## src/design/vicf_defs.svh

```systemverilog
// Register offsets, field positions and reset values of the
// controller setup and state registers.
// Assumes word offsets on the register access port.
`ifndef VICF_DEFS_SVH
`define VICF_DEFS_SVH

`define VICF_ADDR_W 6
`define VICF_SETUP_OFS 6'h28
`define VICF_STATE_OFS 6'h29
`define VICF_VSIZE_LSB 0
`define VICF_VSIZE_MSB 2
`define VICF_CHAIN_BIT 3
`define VICF_SETUP_MSB 3
`define VICF_SETUP_RST 4'h0
`define VICF_NUM_MSB 5
`define VICF_NUM_TOP_BIT 5
`define VICF_WAIT_BIT 31
`define VICF_CHAIN_NUM 6'h20
`define VICF_LVL_W 6
`define VICF_MAX_SRC 32
`define VICF_ENTRY_MIN 10'h004
`define VICF_ENTRY_W 10

`endif

```

## src/design/vicf_pkg.sv

```systemverilog
// Shared types of the vectored interrupt controller setup/state block.
// Assumes the constants header is included by each user.
package vicf_pkg;
  typedef logic [5:0] vicf_num_type;
  typedef logic [5:0] vicf_lvl_type;
  typedef logic [2:0] vicf_vsize_type;
  typedef logic [31:0] vicf_word_type;
endpackage

```

## src/design/vicf_if.sv

```systemverilog
// Carrier between the setup register, the priority resolver and the top.
// Assumes all three sit in one clock domain.
`timescale 1ns/1ps
`default_nettype none
interface vicf_if;
  import vicf_pkg::*;
  vicf_vsize_type vec_size;
  logic chain_on;
  vicf_num_type top_num;
  vicf_lvl_type top_lvl;
  logic top_valid;
  modport setup (output vec_size, output chain_on);
  modport prio (input chain_on, output top_num, output top_lvl, output top_valid);
  modport core (input vec_size, input chain_on, input top_num, input top_lvl, input top_valid);
endinterface
`default_nettype wire

```

## src/design/vicf_setup.sv

```systemverilog
// Controller setup register: entry size code and chain input enable.
// Assumes the top decodes the write strobe for the setup offset.
`timescale 1ns/1ps
`default_nettype none
`include "vicf_defs.svh"
module vicf_setup import vicf_pkg::*; #(
  parameter bit CHAIN_EN = 1'b1
) (
  input wire logic clk_i,
  input wire logic rstn_i,
  input wire logic wr_i,
  input wire logic [`VICF_SETUP_MSB:0] wdata_i,
  vicf_if.setup cfg
);
  logic [`VICF_SETUP_MSB:0] setup_ff;
  logic [`VICF_SETUP_MSB:0] nxt_setup;

  always_comb begin
    nxt_setup = setup_ff;
    if (wr_i) begin
      nxt_setup[`VICF_VSIZE_MSB:`VICF_VSIZE_LSB] = wdata_i[`VICF_VSIZE_MSB:`VICF_VSIZE_LSB];
      nxt_setup[`VICF_CHAIN_BIT] = wdata_i[`VICF_CHAIN_BIT] & CHAIN_EN;
    end
  end

  always_ff @(posedge clk_i) begin
    if (!rstn_i) begin
      setup_ff <= `VICF_SETUP_RST;
    end else begin
      setup_ff <= nxt_setup;
    end
  end

  assign cfg.vec_size = setup_ff[`VICF_VSIZE_MSB:`VICF_VSIZE_LSB];
  assign cfg.chain_on = setup_ff[`VICF_CHAIN_BIT];
endmodule
`default_nettype wire

```

## src/design/vicf_prio.sv

```systemverilog
// Priority resolver: picks the active source with the highest level.
// Assumes source pending bits and levels come from neighbouring logic.
`timescale 1ns/1ps
`default_nettype none
`include "vicf_defs.svh"
module vicf_prio import vicf_pkg::*; #(
  parameter int NUM_IRQ = 32,
  parameter int RIL_W = 6,
  parameter bit CHAIN_EN = 1'b1
) (
  input wire logic [`VICF_MAX_SRC-1:0] act_i,
  input wire logic [`VICF_MAX_SRC*`VICF_LVL_W-1:0] lvl_i,
  input wire logic chain_req_i,
  input wire logic [`VICF_LVL_W-1:0] chain_lvl_i,
  vicf_if.prio res
);
  localparam logic [`VICF_LVL_W:0] LVL_SPAN = 7'h01 << RIL_W;
  localparam vicf_lvl_type LVL_MASK = 6'(LVL_SPAN - 7'h01);

  vicf_lvl_type best_lvl [0:`VICF_MAX_SRC];
  vicf_num_type best_num [0:`VICF_MAX_SRC];
  logic best_val [0:`VICF_MAX_SRC];
  vicf_lvl_type chain_lvl;
  logic chain_take;

  assign best_lvl[0] = '0;
  assign best_num[0] = '0;
  assign best_val[0] = 1'b0;

  // Strict compare keeps the lower number on a tie
  genvar i;
  generate
    for (i = 0; i < `VICF_MAX_SRC; i++) begin : g_src
      vicf_lvl_type lv;
      logic take;
      assign lv = lvl_i[i*`VICF_LVL_W +: `VICF_LVL_W] & LVL_MASK;
      assign take = act_i[i] && (i < NUM_IRQ) && (!best_val[i] || lv > best_lvl[i]);
      assign best_lvl[i+1] = take ? lv : best_lvl[i];
      assign best_num[i+1] = take ? 6'(i) : best_num[i];
      assign best_val[i+1] = best_val[i] | take;
    end
  endgenerate

  assign chain_lvl = chain_lvl_i & LVL_MASK;
  assign chain_take = CHAIN_EN && res.chain_on && chain_req_i &&
                      (!best_val[`VICF_MAX_SRC] || chain_lvl > best_lvl[`VICF_MAX_SRC]);

  assign res.top_num = chain_take ? `VICF_CHAIN_NUM : best_num[`VICF_MAX_SRC];
  assign res.top_lvl = chain_take ? chain_lvl : best_lvl[`VICF_MAX_SRC];
  assign res.top_valid = chain_take | best_val[`VICF_MAX_SRC];
endmodule
`default_nettype wire

```

## src/design/vicf_top.sv

```systemverilog
// Setup and state registers of a vectored interrupt controller, with its
// request output toward a processor or a downstream chain input.
// Assumes one clock, word offsets on the register port, and neighbouring
// logic that supplies per-source pending bits and levels.
`timescale 1ns/1ps
`default_nettype none
`include "vicf_defs.svh"
module vicf_top import vicf_pkg::*; #(
  parameter int NUM_IRQ = 32,
  parameter int RIL_W = 6,
  parameter bit CHAIN_EN = 1'b1,
  // Arbitrary default; the system sets a unique value
  parameter logic [7:0] CTRL_ID = 8'h00
) (
  input wire logic clk_i,
  input wire logic rstn_i,
  input wire logic [`VICF_ADDR_W-1:0] csr_addr_i,
  input wire logic csr_read_i,
  input wire logic csr_write_i,
  input wire logic [31:0] csr_wdata_i,
  output logic [31:0] csr_rdata_o,
  input wire logic [`VICF_MAX_SRC-1:0] src_active_i,
  input wire logic [`VICF_MAX_SRC*`VICF_LVL_W-1:0] src_level_i,
  input wire logic chain_req_i,
  input wire logic [`VICF_LVL_W-1:0] chain_level_i,
  output logic ext_req_o,
  output logic [`VICF_LVL_W-1:0] ext_level_o,
  output logic [`VICF_NUM_MSB:0] ext_number_o,
  output logic [`VICF_ENTRY_W-1:0] vec_bytes_o,
  output logic [7:0] ctrl_id_o,
  output logic [31:0] mst_address_o,
  output logic mst_read_o,
  output logic mst_write_o,
  output logic [31:0] mst_wdata_o
);
  vicf_if res ();

  logic setup_wr;
  vicf_word_type setup_word;
  vicf_word_type state_word;
  vicf_word_type rdata_ff;
  vicf_word_type nxt_rdata;
  logic req_ff;
  logic nxt_req;
  vicf_lvl_type lvl_ff;
  vicf_lvl_type nxt_lvl;
  vicf_num_type num_ff;
  vicf_num_type nxt_num;
  logic [`VICF_ENTRY_W-1:0] vbytes_ff;
  logic [`VICF_ENTRY_W-1:0] nxt_vbytes;
  // Masks mirror the build-time source count and level width
  localparam logic [`VICF_MAX_SRC:0] SRC_SPAN = 33'h1 << NUM_IRQ;
  localparam logic [`VICF_MAX_SRC-1:0] SRC_MASK = 32'(SRC_SPAN - 33'h1);
  localparam logic [`VICF_LVL_W:0] LVL_SPAN = 7'h01 << RIL_W;
  localparam vicf_lvl_type LVL_MASK = 6'(LVL_SPAN - 7'h01);
  // Only for the checks below; sources past the count are not live
  logic [`VICF_MAX_SRC-1:0] src_live;

  assign setup_wr = csr_write_i && (csr_addr_i == `VICF_SETUP_OFS);

  vicf_setup #(
    .CHAIN_EN(CHAIN_EN)
  ) u_setup (
    .clk_i(clk_i),
    .rstn_i(rstn_i),
    .wr_i(setup_wr),
    .wdata_i(csr_wdata_i[`VICF_SETUP_MSB:0]),
    .cfg(res.setup)
  );

  vicf_prio #(
    .NUM_IRQ(NUM_IRQ),
    .RIL_W(RIL_W),
    .CHAIN_EN(CHAIN_EN)
  ) u_prio (
    .act_i(src_active_i),
    .lvl_i(src_level_i),
    .chain_req_i(chain_req_i),
    .chain_lvl_i(chain_level_i),
    .res(res.prio)
  );

  always_comb begin
    setup_word = '0;
    setup_word[`VICF_VSIZE_MSB:`VICF_VSIZE_LSB] = res.vec_size;
    setup_word[`VICF_CHAIN_BIT] = res.chain_on;
    state_word = '0;
    if (res.top_valid) begin
      state_word[`VICF_NUM_MSB:0] = res.top_num;
    end
    if (!CHAIN_EN) begin
      state_word[`VICF_NUM_TOP_BIT] = 1'b0;
    end
    state_word[`VICF_WAIT_BIT] = res.top_valid;
  end

  // Read data held until the next read, so slow masters may sample late
  always_comb begin
    nxt_rdata = rdata_ff;
    if (csr_read_i) begin
      case (csr_addr_i)
        `VICF_SETUP_OFS: nxt_rdata = setup_word;
        `VICF_STATE_OFS: nxt_rdata = state_word;
        default: nxt_rdata = '0;
      endcase
    end
  end

  always_comb begin
    nxt_req = res.top_valid;
    nxt_lvl = res.top_valid ? res.top_lvl : '0;
    nxt_num = state_word[`VICF_NUM_MSB:0];
    nxt_vbytes = `VICF_ENTRY_MIN << res.vec_size;
  end

  always_ff @(posedge clk_i) begin
    if (!rstn_i) begin
      rdata_ff <= '0;
      req_ff <= 1'b0;
      lvl_ff <= '0;
      num_ff <= '0;
      vbytes_ff <= `VICF_ENTRY_MIN;
    end else begin
      rdata_ff <= nxt_rdata;
      req_ff <= nxt_req;
      lvl_ff <= nxt_lvl;
      num_ff <= nxt_num;
      vbytes_ff <= nxt_vbytes;
    end
  end

  assign csr_rdata_o = rdata_ff;
  assign ext_req_o = req_ff;
  assign ext_level_o = lvl_ff;
  assign ext_number_o = num_ff;
  assign vec_bytes_o = vbytes_ff;
  assign ctrl_id_o = CTRL_ID;
  assign mst_address_o = '0;
  assign mst_read_o = 1'b0;
  assign mst_write_o = 1'b0;
  assign mst_wdata_o = '0;
  assign src_live = src_active_i & SRC_MASK;

  property p_vsize_store;
    @(posedge clk_i) disable iff (!rstn_i)
    setup_wr ##1 1'b1 |-> res.vec_size == $past(csr_wdata_i[`VICF_VSIZE_MSB:`VICF_VSIZE_LSB]);
  endproperty
  a_vsize_store: assert property (p_vsize_store) else $error("entry size not stored");

  property p_vbytes;
    @(posedge clk_i) disable iff (!rstn_i)
    setup_wr ##2 1'b1 |-> vec_bytes_o == (`VICF_ENTRY_MIN << $past(csr_wdata_i[2:0], 2));
  endproperty
  a_vbytes: assert property (p_vbytes) else $error("entry bytes wrong");

  property p_chain_write;
    @(posedge clk_i) disable iff (!rstn_i)
    setup_wr |=> res.chain_on == ($past(csr_wdata_i[`VICF_CHAIN_BIT]) && CHAIN_EN);
  endproperty
  a_chain_write: assert property (p_chain_write) else $error("chain enable wrong");

  property p_setup_read;
    @(posedge clk_i) disable iff (!rstn_i)
    setup_wr ##1 !csr_write_i ##1
      (csr_read_i && csr_addr_i == `VICF_SETUP_OFS && !csr_write_i) |=>
      csr_rdata_o == {28'h0000000, $past(csr_wdata_i[3], 3) & CHAIN_EN,
                      $past(csr_wdata_i[2:0], 3)};
  endproperty
  a_setup_read: assert property (p_setup_read) else $error("setup readback wrong");

  property p_reserved_zero;
    @(posedge clk_i) disable iff (!rstn_i)
    csr_read_i && csr_addr_i == `VICF_SETUP_OFS |=> csr_rdata_o[31:4] == 28'h0000000;
  endproperty
  a_reserved_zero: assert property (p_reserved_zero) else $error("reserved bits set");

  property p_state_read;
    @(posedge clk_i) disable iff (!rstn_i)
    csr_read_i && csr_addr_i == `VICF_STATE_OFS |=>
      csr_rdata_o[31] == $past(res.top_valid) && csr_rdata_o[30:6] == '0;
  endproperty
  a_state_read: assert property (p_state_read) else $error("waiting flag wrong");

  property p_empty_zero;
    @(posedge clk_i) disable iff (!rstn_i)
    csr_read_i && csr_addr_i == `VICF_STATE_OFS && !res.top_valid |=> csr_rdata_o == '0;
  endproperty
  a_empty_zero: assert property (p_empty_zero) else $error("empty state not zero");

  property p_chain_num;
    @(posedge clk_i) disable iff (!rstn_i)
    res.top_valid && res.top_num == `VICF_CHAIN_NUM |->
      CHAIN_EN && res.chain_on && chain_req_i ##1 ext_number_o == `VICF_CHAIN_NUM;
  endproperty
  a_chain_num: assert property (p_chain_num) else $error("chain number wrong");

  property p_bit5;
    @(posedge clk_i) disable iff (!rstn_i)
    !CHAIN_EN |-> !csr_rdata_o[`VICF_NUM_TOP_BIT] && !ext_number_o[`VICF_NUM_TOP_BIT];
  endproperty
  a_bit5: assert property (p_bit5) else $error("bit 5 set without chain");

  property p_top_source;
    @(posedge clk_i) disable iff (!rstn_i)
    res.top_valid && res.top_num < `VICF_CHAIN_NUM |->
      src_active_i[res.top_num[4:0]] && res.top_num < NUM_IRQ;
  endproperty
  a_top_source: assert property (p_top_source) else $error("top source not active");

  property p_master_idle;
    @(posedge clk_i) disable iff (!rstn_i)
    !mst_read_o && !mst_write_o;
  endproperty
  a_master_idle: assert property (p_master_idle) else $error("master port active");

  property p_chain_off;
    @(posedge clk_i) disable iff (!rstn_i)
    !res.chain_on && chain_req_i |-> !(res.top_valid && res.top_num == `VICF_CHAIN_NUM);
  endproperty
  a_chain_off: assert property (p_chain_off) else $error("disabled chain won");

  property p_chain_win;
    @(posedge clk_i) disable iff (!rstn_i)
    CHAIN_EN && res.chain_on && chain_req_i && src_live == '0 |->
      res.top_valid && res.top_num == `VICF_CHAIN_NUM;
  endproperty
  a_chain_win: assert property (p_chain_win) else $error("lone chain request lost");

  property p_idle_none;
    @(posedge clk_i) disable iff (!rstn_i)
    src_live == '0 && !(res.chain_on && chain_req_i) |-> !res.top_valid;
  endproperty
  a_idle_none: assert property (p_idle_none) else $error("uncounted source won");

  property p_level_width;
    @(posedge clk_i) disable iff (!rstn_i)
    (ext_level_o & ~LVL_MASK) == '0;
  endproperty
  a_level_width: assert property (p_level_width) else $error("level wider than built");

  property p_req_follow;
    @(posedge clk_i) disable iff (!rstn_i)
    1'b1 |=> ext_req_o == $past(res.top_valid);
  endproperty
  a_req_follow: assert property (p_req_follow) else $error("request out lags");

  property p_stray_write;
    @(posedge clk_i) disable iff (!rstn_i)
    csr_write_i && csr_addr_i != `VICF_SETUP_OFS |=>
      $stable(res.vec_size) && $stable(res.chain_on);
  endproperty
  a_stray_write: assert property (p_stray_write) else $error("stray write landed");

  property p_unmapped_zero;
    @(posedge clk_i) disable iff (!rstn_i)
    csr_read_i && csr_addr_i != `VICF_SETUP_OFS && csr_addr_i != `VICF_STATE_OFS |=>
      csr_rdata_o == '0;
  endproperty
  a_unmapped_zero: assert property (p_unmapped_zero) else $error("unmapped read nonzero");

  property p_rdata_hold;
    @(posedge clk_i) disable iff (!rstn_i)
    !csr_read_i |=> $stable(csr_rdata_o);
  endproperty
  a_rdata_hold: assert property (p_rdata_hold) else $error("read data moved");

  property p_reset_clear;
    @(posedge clk_i)
    !rstn_i |=> !ext_req_o && csr_rdata_o == '0 && vec_bytes_o == `VICF_ENTRY_MIN &&
      ext_number_o == '0;
  endproperty
  a_reset_clear: assert property (p_reset_clear) else $error("reset left state");

  // One check per source: nothing live outranks the reported level
  genvar k;
  generate
    for (k = 0; k < `VICF_MAX_SRC; k++) begin : g_rank
      property p_no_higher;
        @(posedge clk_i) disable iff (!rstn_i)
        src_live[k] |-> res.top_valid &&
          (src_level_i[k*`VICF_LVL_W +: `VICF_LVL_W] & LVL_MASK) <= res.top_lvl;
      endproperty
      a_no_higher: assert property (p_no_higher) else $error("higher source lost");
    end
  endgenerate
endmodule
`default_nettype wire

```

## config.mk

```make
export PLATFORM = sky130hd
export DESIGN_NAME = vicf_top
export DESIGN_NICKNAME = d
export VERILOG_FILES = /design/src/design/vicf_pkg.sv /design/src/design/vicf_if.sv /design/src/design/vicf_setup.sv /design/src/design/vicf_prio.sv /design/src/design/vicf_top.sv
export VERILOG_INCLUDE_DIRS = /design/src /design/src/design
export SDC_FILE = /design/constraint.sdc
export NUM_CORES = 1
export LEC_CHECK = 0
export ABC_AREA = 1
export ABC_CLOCK_PERIOD_IN_PS = 49900
export BUFFER_PORTS_ARGS = -buffer_cell sky130_fd_sc_hd__buf_2
export CORE_AREA = 2 2 156 158
export CTS_CLUSTER_SIZE = 10
export DETAILED_ROUTE_END_ITERATION = 7
export DIE_AREA = 0 0 158 160
export PLACE_DENSITY = 0.84
export SETUP_SLACK_MARGIN = 0.2
export SLEW_MARGIN = 20
export SYNTH_ARGS = -nofsm -noshare
export SYNTH_HDL_FRONTEND = slang
export SYNTH_SLANG_ARGS = --single-unit
```

## constraint.sdc

```tcl
create_clock -name clk_i -period 49.9 [get_ports clk_i]
set_clock_uncertainty 0.15 [all_clocks]
set_input_delay 7.485 -clock clk_i [delete_from_list [all_inputs] [get_ports clk_i]]
set_output_delay 7.485 -clock clk_i [all_outputs]
set_load 0.05 [all_outputs]
```

# After elaboration in Yosys (flattened, before gate mapping)

Cells that the tools add are included.

Bitwise operators: 32
Eq/ne operators: 2
Shift-type cells: 1
Magnitude comparators: 32
Reduce and logical (&&, ||, !) cells: 99
Muxes and demuxes: 67

Operators by type and width:

| operator                                         | count |
|---|---|
| 2-to-1 mux 6 bit                                 | 65 |
| > comparator 6 bit                               | 32 |
| one-hot mux 32 bit (2 select lines)              | 1 |
| logical AND 1 bit                                | 34 |
| logical NOT 1 bit                                | 32 |
| logical OR 1 bit                                 | 32 |
| bitwise OR 1 bit                                 | 32 |
| == test 6 bit, second input constant             | 2 |
| << shifter 3 x 3 -> 10 bit, first input constant | 1 |
| AND reduction 2 bit                              | 1 |
| 2-to-1 mux 1 bit                                 | 1 |

Input bits: 273
Register bits after elaboration: 59
Output and inout bits: 129

# Logic depth before layout (Yosys ltp)

Gate-level depths: netlist of the first run.

Depth after elaboration: 131
Gate-level depth with buffers: 363

# Cells and area by module

Synthesis of the first run repeated with hierarchy kept, for this count alone.

Cell total of the unflattened synthesis: 1820
Area total of the unflattened synthesis: 11004.3 sq um

Modules (own cells, without submodules):

| module     | area an instance (sq um) | sequential area each (sq um) | cells an instance | times used |
|---|---|---|---|---|
| vicf_prio  | 9066.2                   | 0.0                          | 1570              | 1 |
| vicf_top   | 1771.7                   | 560.5                        | 225               | 1 |
| vicf_setup | 166.4                    | 80.1                         | 25                | 1 |

# Least setup slack after synthesis of the first run

OpenSTA, ideal clock, no wires.

Path kind: input to register
Start point: input src_active_i[0]
End point: register lvl_ff[3], in the netlist ext_level_o[3]
Arrival time: 44.651 ns
Slack: 4.990 ns
Library setup time: 0.109 ns
Cell stages on the path: 347
Data required time: 49.641 ns
Cell sequence: buf_6 > nand2_1 > ha_1 > nand2_1 > nor2_1 > nand2_1 > nand3_1 > nand2_1 > nand2_2 > nand2_2 > buf_6 > nand2_1 > o21ai_0 > ha_1 > nand2_1 > nor2_1 > o21ai_1 > nand3_1 > [... 311 more ...] > nand2_1 > nand3_1 > and2_1 > ha_1 > inv_1 > o21bai_1 > a21oi_1 > nor2_1 > o21a_1 > o21a_1 > o22ai_1 > a21oi_1 > inv_1 > clkbuf_4 > o21ai_0 > inv_1 > nand2_1 > inv_1

Cells in the longest elaborated chain, start to end: 130

RTL lines:

| item                                                           | line                             | text |
|---|---|---|
| from (decl)                                                    | vicf_top.sv:22                   | `` input wire logic [`VICF_MAX_SRC-1:0] src_active_i, `` |
| 2-to-1 mux 6 bit                                               | vicf_prio.sv:38                  | `assign best_lvl[i+1] = take ? lv : best_lvl[i];` |
| > comparator 6 bit                                             | vicf_prio.sv:37                  | `assign take = act_i[i] && (i < NUM_IRQ) && (!best_val[i] \|\| lv > best_lvl[i]);` |
| logical OR 1 bit                                               | vicf_prio.sv:37                  |  |
| logical AND 1 bit                                              | vicf_prio.sv:37                  |  |
| 2-to-1 mux 6 bit / bitwise OR 1 bit (equally long branches)    | vicf_prio.sv:38, vicf_prio.sv:40 |  |
| > comparator 6 bit / logical NOT 1 bit (equally long branches) | vicf_prio.sv:37                  |  |
| logical OR 1 bit                                               | vicf_prio.sv:37                  |  |
| logical AND 1 bit                                              | vicf_prio.sv:37                  |  |
| [... 114 more ...]                                             | --                               |  |
| logical OR 1 bit                                               | vicf_prio.sv:37                  |  |
| logical AND 1 bit                                              | vicf_prio.sv:37                  |  |
| 2-to-1 mux 6 bit / bitwise OR 1 bit (equally long branches)    | vicf_prio.sv:38, vicf_prio.sv:40 |  |
| > comparator 6 bit / logical NOT 1 bit (equally long branches) | vicf_prio.sv:46                  | `` (!best_val[`VICF_MAX_SRC] \|\| chain_lvl > best_lvl[`VICF_MAX_SRC]); `` |
| logical OR 1 bit                                               | vicf_prio.sv:46                  |  |
| logical AND 1 bit                                              | vicf_prio.sv:45                  | `assign chain_take = CHAIN_EN && res.chain_on && chain_req_i &&` |
| bitwise OR 1 bit                                               | vicf_prio.sv:50                  | `` assign res.top_valid = chain_take \| best_val[`VICF_MAX_SRC]; `` |
| AND reduction 2 bit (no source line)                           | --                               |  |
| to (signal assigned)                                           | vicf_top.sv:126                  | `lvl_ff <= nxt_lvl;` |
| to (decl)                                                      | vicf_top.sv:45                   | `vicf_lvl_type lvl_ff;` |

Several ways; a longest one is shown, not always the timed one.
A chain may end at the register's enable or synchronous reset.

# Worst setup path after layout of the first run

Start point: input src_active_i[0]
End point: register lvl_ff[4], in the netlist ext_level_o[4]

Same word-level chain as after synthesis.

==> impl_metrics.yaml, run 1 <==
outcome:
  status: "finished clean"
synth:
  synth_top_family_by_area: "simple AND/OR/NAND/NOR gates"
  synth_ff_type: "dfxtp_1"
  ys_warn_count: 0
  async_flop_share: 0
  syn_inst: 1791
  synth_adder_area_share: 0.167
  synth_compound_area_frac: 0.137
  yosysMostFrequentCell: "nand2_1"
  synth_top_area_cell: "ha_1"
  ys_seq_area_frac: 0.0595
  synth_edf_count: 0
  ys_seq_elements: 32
  avgSynthCellArea_um2: 6.01
  synth_mux_area_frac: 0
  synth_area_um2: 10800
  ys_top_cells_by_count: "nand2_1 (433), inv_1 (250), ha_1 (144)"
  synth-simple-area-share: 0.440
  synthTopCellsByArea: "ha_1 (17%), nand2_1 (15%), inv_1 (8.7%)"
  synthXorXnorAreaFrac: 0
  netlist.area_leader.share: 0.167
  synth.distinct_cells: 42
global_routing:
  grt-ovfl-total: 0
  grtUsageMet3: 0.0402
  grt_max_degree: 18
  grt_busiest_layer: "met2"
  grt_use_met2: 0.411
  antenna_found_initial: 17
  grt_pass1_wl_mm: 46.9
  grt_pass1_vias: 10920
  track_usage: 0.218
  grt_use_met1: 0.249
critical_path:
  crit_buf_inv: 25
  cp_common_cell: "nand2_1"
  endpoint_kind: "flop"
  slowest_stage: "o21ai_0"
  crit_path_max_fanout: 17
  cp-start-kind: "input port"
  critical_path_required_ns: 49.93
  cpPeakStageDelay_ns: 0.35
  crit_family: "simple AND/OR/NAND/NOR gates"
  path_class: "input port to flop"
  cp.arrival_ns: 46.40
routing:
  avgRoutedWirePerCell_um: 12.6
  viasPerCell: 5.04
  drt-pass1-iter-count: 5
  wl_mm: 30.4
  drc_errors: 0
  antenna_left: 0
  dr.first_iter.drc_count: 631
  vias: 12176
cells_and_area:
  syn_to_final_growth_pct: 17.5
  drive_above_1_share: 0.259
  nFillCells: 2336
  fin_cells: 2414
  finalNetCount: 2494
  fin_util: 0.531
placed_design:
  hpwl_mm: 25.6
  pre_cts_ws_ns: -0.523
  gp_congestion: 0.913
  dpl.cell_count: 2353
  port_buffers: 272
floorplan:
  start_util: 0.452
  die_area_um2: 25300
  die_y_um: 160
  die_w_um: 158
  fp.coreArea_um2: 23800
  io-pin-count: 402
  fp-row-count: 57
sta:
  finalWorstSetupSlack_ns: 3.52
  final_hold_viol_count: 0
  min_period_ns: 46.38
  max_slew_margin: 0.403
  worst_pin_slew_ns: 0.888
  slew_viol_final: 0
  finalSetupViolCount: 0
  fmax_ghz: 0.0216
  whs_ns: 0.304
  finalCritPeriodShare: 0.929
cts:
  clockBufferDepth: 2
  cts_sinks: 32
  path_clk_slew_ns: 0.06
  ctsHtreeMaxLevel: 2
  root_buffer: "clkbuf_16"
  holdBufCountCts: 0
  cts_tree: "built"
  clock_latency_ns: 0.27
  numCtsBuffers: 5
run:
  max_cap_violations: 0
hold_path:
  hp-class: "flop to flop"
-- timing repair --
action,4_1_cts,5_1_grt
pin swaps,0,34
setup buffers,0,34
gates resized for setup,9,124
cloned,0,7
endpoints found under the setup margin,18,18
-- metrics by stage --
stage	instance area [µm²]	setup TNS (ns)
final	12700	0
after CTS	12000	0
after global routing	12600	-0.542
after detailed placement	11800	-5.85
after floorplan	11100	0
after global placement	11800	0
-- registers in the layout (all words and copies together), names as in the netlist --
| signal | count |
|---|---|
| csr_rdata_o | 7 |
| ext_level_o | 6 |
| ext_number_o | 6 |
| ext_req_o | 1 |
| u_setup.setup_ff | 4 |
| vec_bytes_o | 8 |
-- tightest hold or removal path, delay by kind of cell, from the launching register on --
family           cells  cell delay [ns]
DFF                  1             0.31
and+or+nand+nor      2             0.10
-- worst paths after layout --
check                      start        endpoint  slack, ns  cells past startpoint
min reg2reg       csr_rdata_o[4]  csr_rdata_o[4]       0.30                      2
min               csr_rdata_o[4]  csr_rdata_o[4]       0.30                      2
max reg2reg  u_setup.setup_ff[3]  ext_level_o[4]      48.26                      8
max              src_active_i[0]  ext_level_o[4]       3.52                    329
-- cell families (layout without fill, tap and decap cells) --
logic type / count (synthesis) / count (layout)
fa+ha+maj: 144 / 144
compound gates: 255 / 255
buf+inv: 390 / 571
flops: 32 / 32
simple gates: 969 / 975
other cells: 1 / 113
-- routing by layer --
metal	wire length [µm]	up-vias
met5	72	-
met3	2100	74
met1	12300	5451
met4	711	12
met2	15200	397
li1	-	6242
-- cells in the final DEF (no fill, tap or decap), types with 3 or more instances in the layout --
cell type and count:
nand2_1 428, buf_2 271, inv_1 248, ha_1 144
nand3_1 141, nor2_1 105, conb_1 101, nand2_2 70
o21ai_0 68, o21bai_1 52, o21ai_1 50, nand2_4 49
a21oi_1 48, nand4_1 46, nor2_2 45, buf_4 33
dfxtp_1 32, nand3b_1 23, nand3_2 19, and2_1 15
diode_2 12, nand2_8 11, o21ai_2 10, nor3_1 10
inv_2 7, or2_2 7, o21a_1 6, clkbuf_16 5
o211ai_1 3, or2_1 3, a31oi_1 3
-- area by class of cell --
type,instances,area [µm²],share of cell area
clock buffer,5,125,0.00989
timing repair buffer,306,1630,0.129
multi-input combinational,1475,8800,0.695
timing repair inverter,1,7.51,0.000593
sequential,32,641,0.0506
inverter,256,975,0.0770
antenna,12,30.0,0.00237
clock inverter,3,42.5,0.00336
tap,324,405,0.0320
Power of run 1 is left out: the tool's default activity adds up to more than one toggle a clock period on the data nets, which glitch-free logic cannot reach.
==> run 2: changes to the inputs <==
CORE_AREA = 3 3 157 159   (was 2 2 156 158)
DIE_AREA = 0 0 160 162   (was 0 0 158 160)
==> run 2 against run 1 <==
  * Fmax grew 0.63%
  * Critical path type unchanged
  * First-iteration DRC count shrank 13%
  * Worst hold slack gained 0.0030 ns
  * Critical path depth is the same
  * Sequential share of layout area is essentially flat
  * Setup slack gained 0.29 ns
  * Largest cell class unchanged
  * Die area grew 2.5%
==> impl_metrics.yaml, run 2 (synthesized netlist as in run 1, its figures left out) <==
outcome:
  status: "finished clean"
floorplan:
  fp.coreArea_um2: 23400
  die_w_um: 160
  start_util: 0.460
  fp-row-count: 56
  die_area_um2: 25900
  die_y_um: 162
  io-pin-count: 402
routing:
  vias: 12147
  drc_errors: 0
  wl_mm: 31.1
  avgRoutedWirePerCell_um: 12.9
  viasPerCell: 5.05
  drt-pass1-iter-count: 5
  dr.first_iter.drc_count: 550
  antenna_left: 0
sta:
  finalSetupViolCount: 0
  whs_ns: 0.307
  slew_viol_final: 0
  fmax_ghz: 0.0217
  worst_pin_slew_ns: 0.840
  max_slew_margin: 0.436
  final_hold_viol_count: 0
  rsz0062_at_grt: "false"
  min_period_ns: 46.09
  finalCritPeriodShare: 0.924
cells_and_area:
  mostFrequentLayoutCells: "nand2_1 (429), buf_2 (271), inv_1 (249), ha_1 (144), nand3_1 (141)"
  nFillCells: 2350
  syn_to_final_growth_pct: 16.7
  largest_reg_flops: 8
  fin_util: 0.537
  design_area_um2: 12600
  finalNetCount: 2499
  drive_above_1_share: 0.260
  layout_commonest_cell: "nand2_1"
cts:
  cts_sinks: 32
  root_buffer: "clkbuf_16"
  path_clk_slew_ns: 0.06
  clock_latency_ns: 0.28
  clockBufferDepth: 2
  numCtsBuffers: 5
  ctsHtreeMaxLevel: 2
  cts_tree: "built"
global_routing:
  antenna_found_initial: 16
  grt-ovfl-total: 0
  grt_max_degree: 18
  grt_pass1_vias: 11000
  grt_pass1_wl_mm: 48.3
  track_usage: 0.215
critical_path:
  critical_path_required_ns: 49.93
  cp-start-kind: "input port"
  cp_common_cell: "nand2_1"
  reg2reg_slack_ns: 48.48
  path_class: "input port to flop"
  cpPeakStageDelay_ns: 0.34
  slowest_stage: "ha_1"
  cp.arrival_ns: 46.12
  crit_path_max_fanout: 17
  endpoint_kind: "flop"
placed_design:
  hpwl_mm: 26.5
  placed_cell_area_um2: 11800
  gp_congestion: 0.950
  port_buffers: 272
run:
  max_cap_violations: 0
hold_path:
  hp-class: "flop to flop"
[run 2: path summary, 6_finish.rpt]
| kind | from | endpoint | cells after the start |
|---|---|---|---|
| max reg2reg | u_setup.setup_ff[3] | ext_level_o[1] | 8 |
| max | src_active_i[0] | ext_level_o[1] | 329 |
| min | csr_rdata_o[4] | csr_rdata_o[4] | 2 |
| min reg2reg | csr_rdata_o[4] | csr_rdata_o[4] | 2 |
[run 2: critical path: cells and delay by family]
family	cells	cell delay (ns)
buffers and inverters	21	1.69
AO/OA/AOI/OAI	64	7.76
adder cells (fa/ha/maj)	32	9.39
AND/OR/NAND/NOR	212	19.72
[run 2: layer usage]
layer	track usage	routed length, µm	vias up	part of all wire
li1	-	-	6236	-
met1	0.253	12600	5451	0.41
met2	0.405	15500	362	0.50
met3	0.0395	2130	76	0.068
met4	0.0469	684	22	0.022
met5	0	128	-	0.0041
[run 2: repair_timing]
| action | in CTS | in global routing |
|---|---|---|
| pin swaps | 0 | 32 |
| endpoints found under the setup margin | 15 | 18 |
| cloned | 0 | 5 |
| buffers inserted | 0 | 41 |
| hold buffers | 0 | 0 |
| resized for setup | 5 | 103 |
| endpoints found under the hold margin | 0 | 0 |
[run 2: area by class of cell]
class / instances / area (µm²) / area share
clock inverters: 3 / 23.8 / 0.00189
repair buffers: 313 / 1700 / 0.135
multi-input cells: 1474 / 8700 / 0.692
flip-flops and latches: 32 / 641 / 0.0510
diodes: 5 / 12.5 / 0.000995
inverters: 256 / 975 / 0.0775
well taps: 319 / 399 / 0.0318
clock buffers: 5 / 125 / 0.00995
[run 2: through the flow]
stage	setup TNS (ns)	setup WS, ns	instances
global placement	0	0.749	2348
CTS	0	0.347	2356
detailed placement	-2.39	-0.297	2348
finish	0	3.81	2407
global route	0	0.0450	2407
floorplan	0	4.99	1891
Power of run 2 is left out for the same reason.
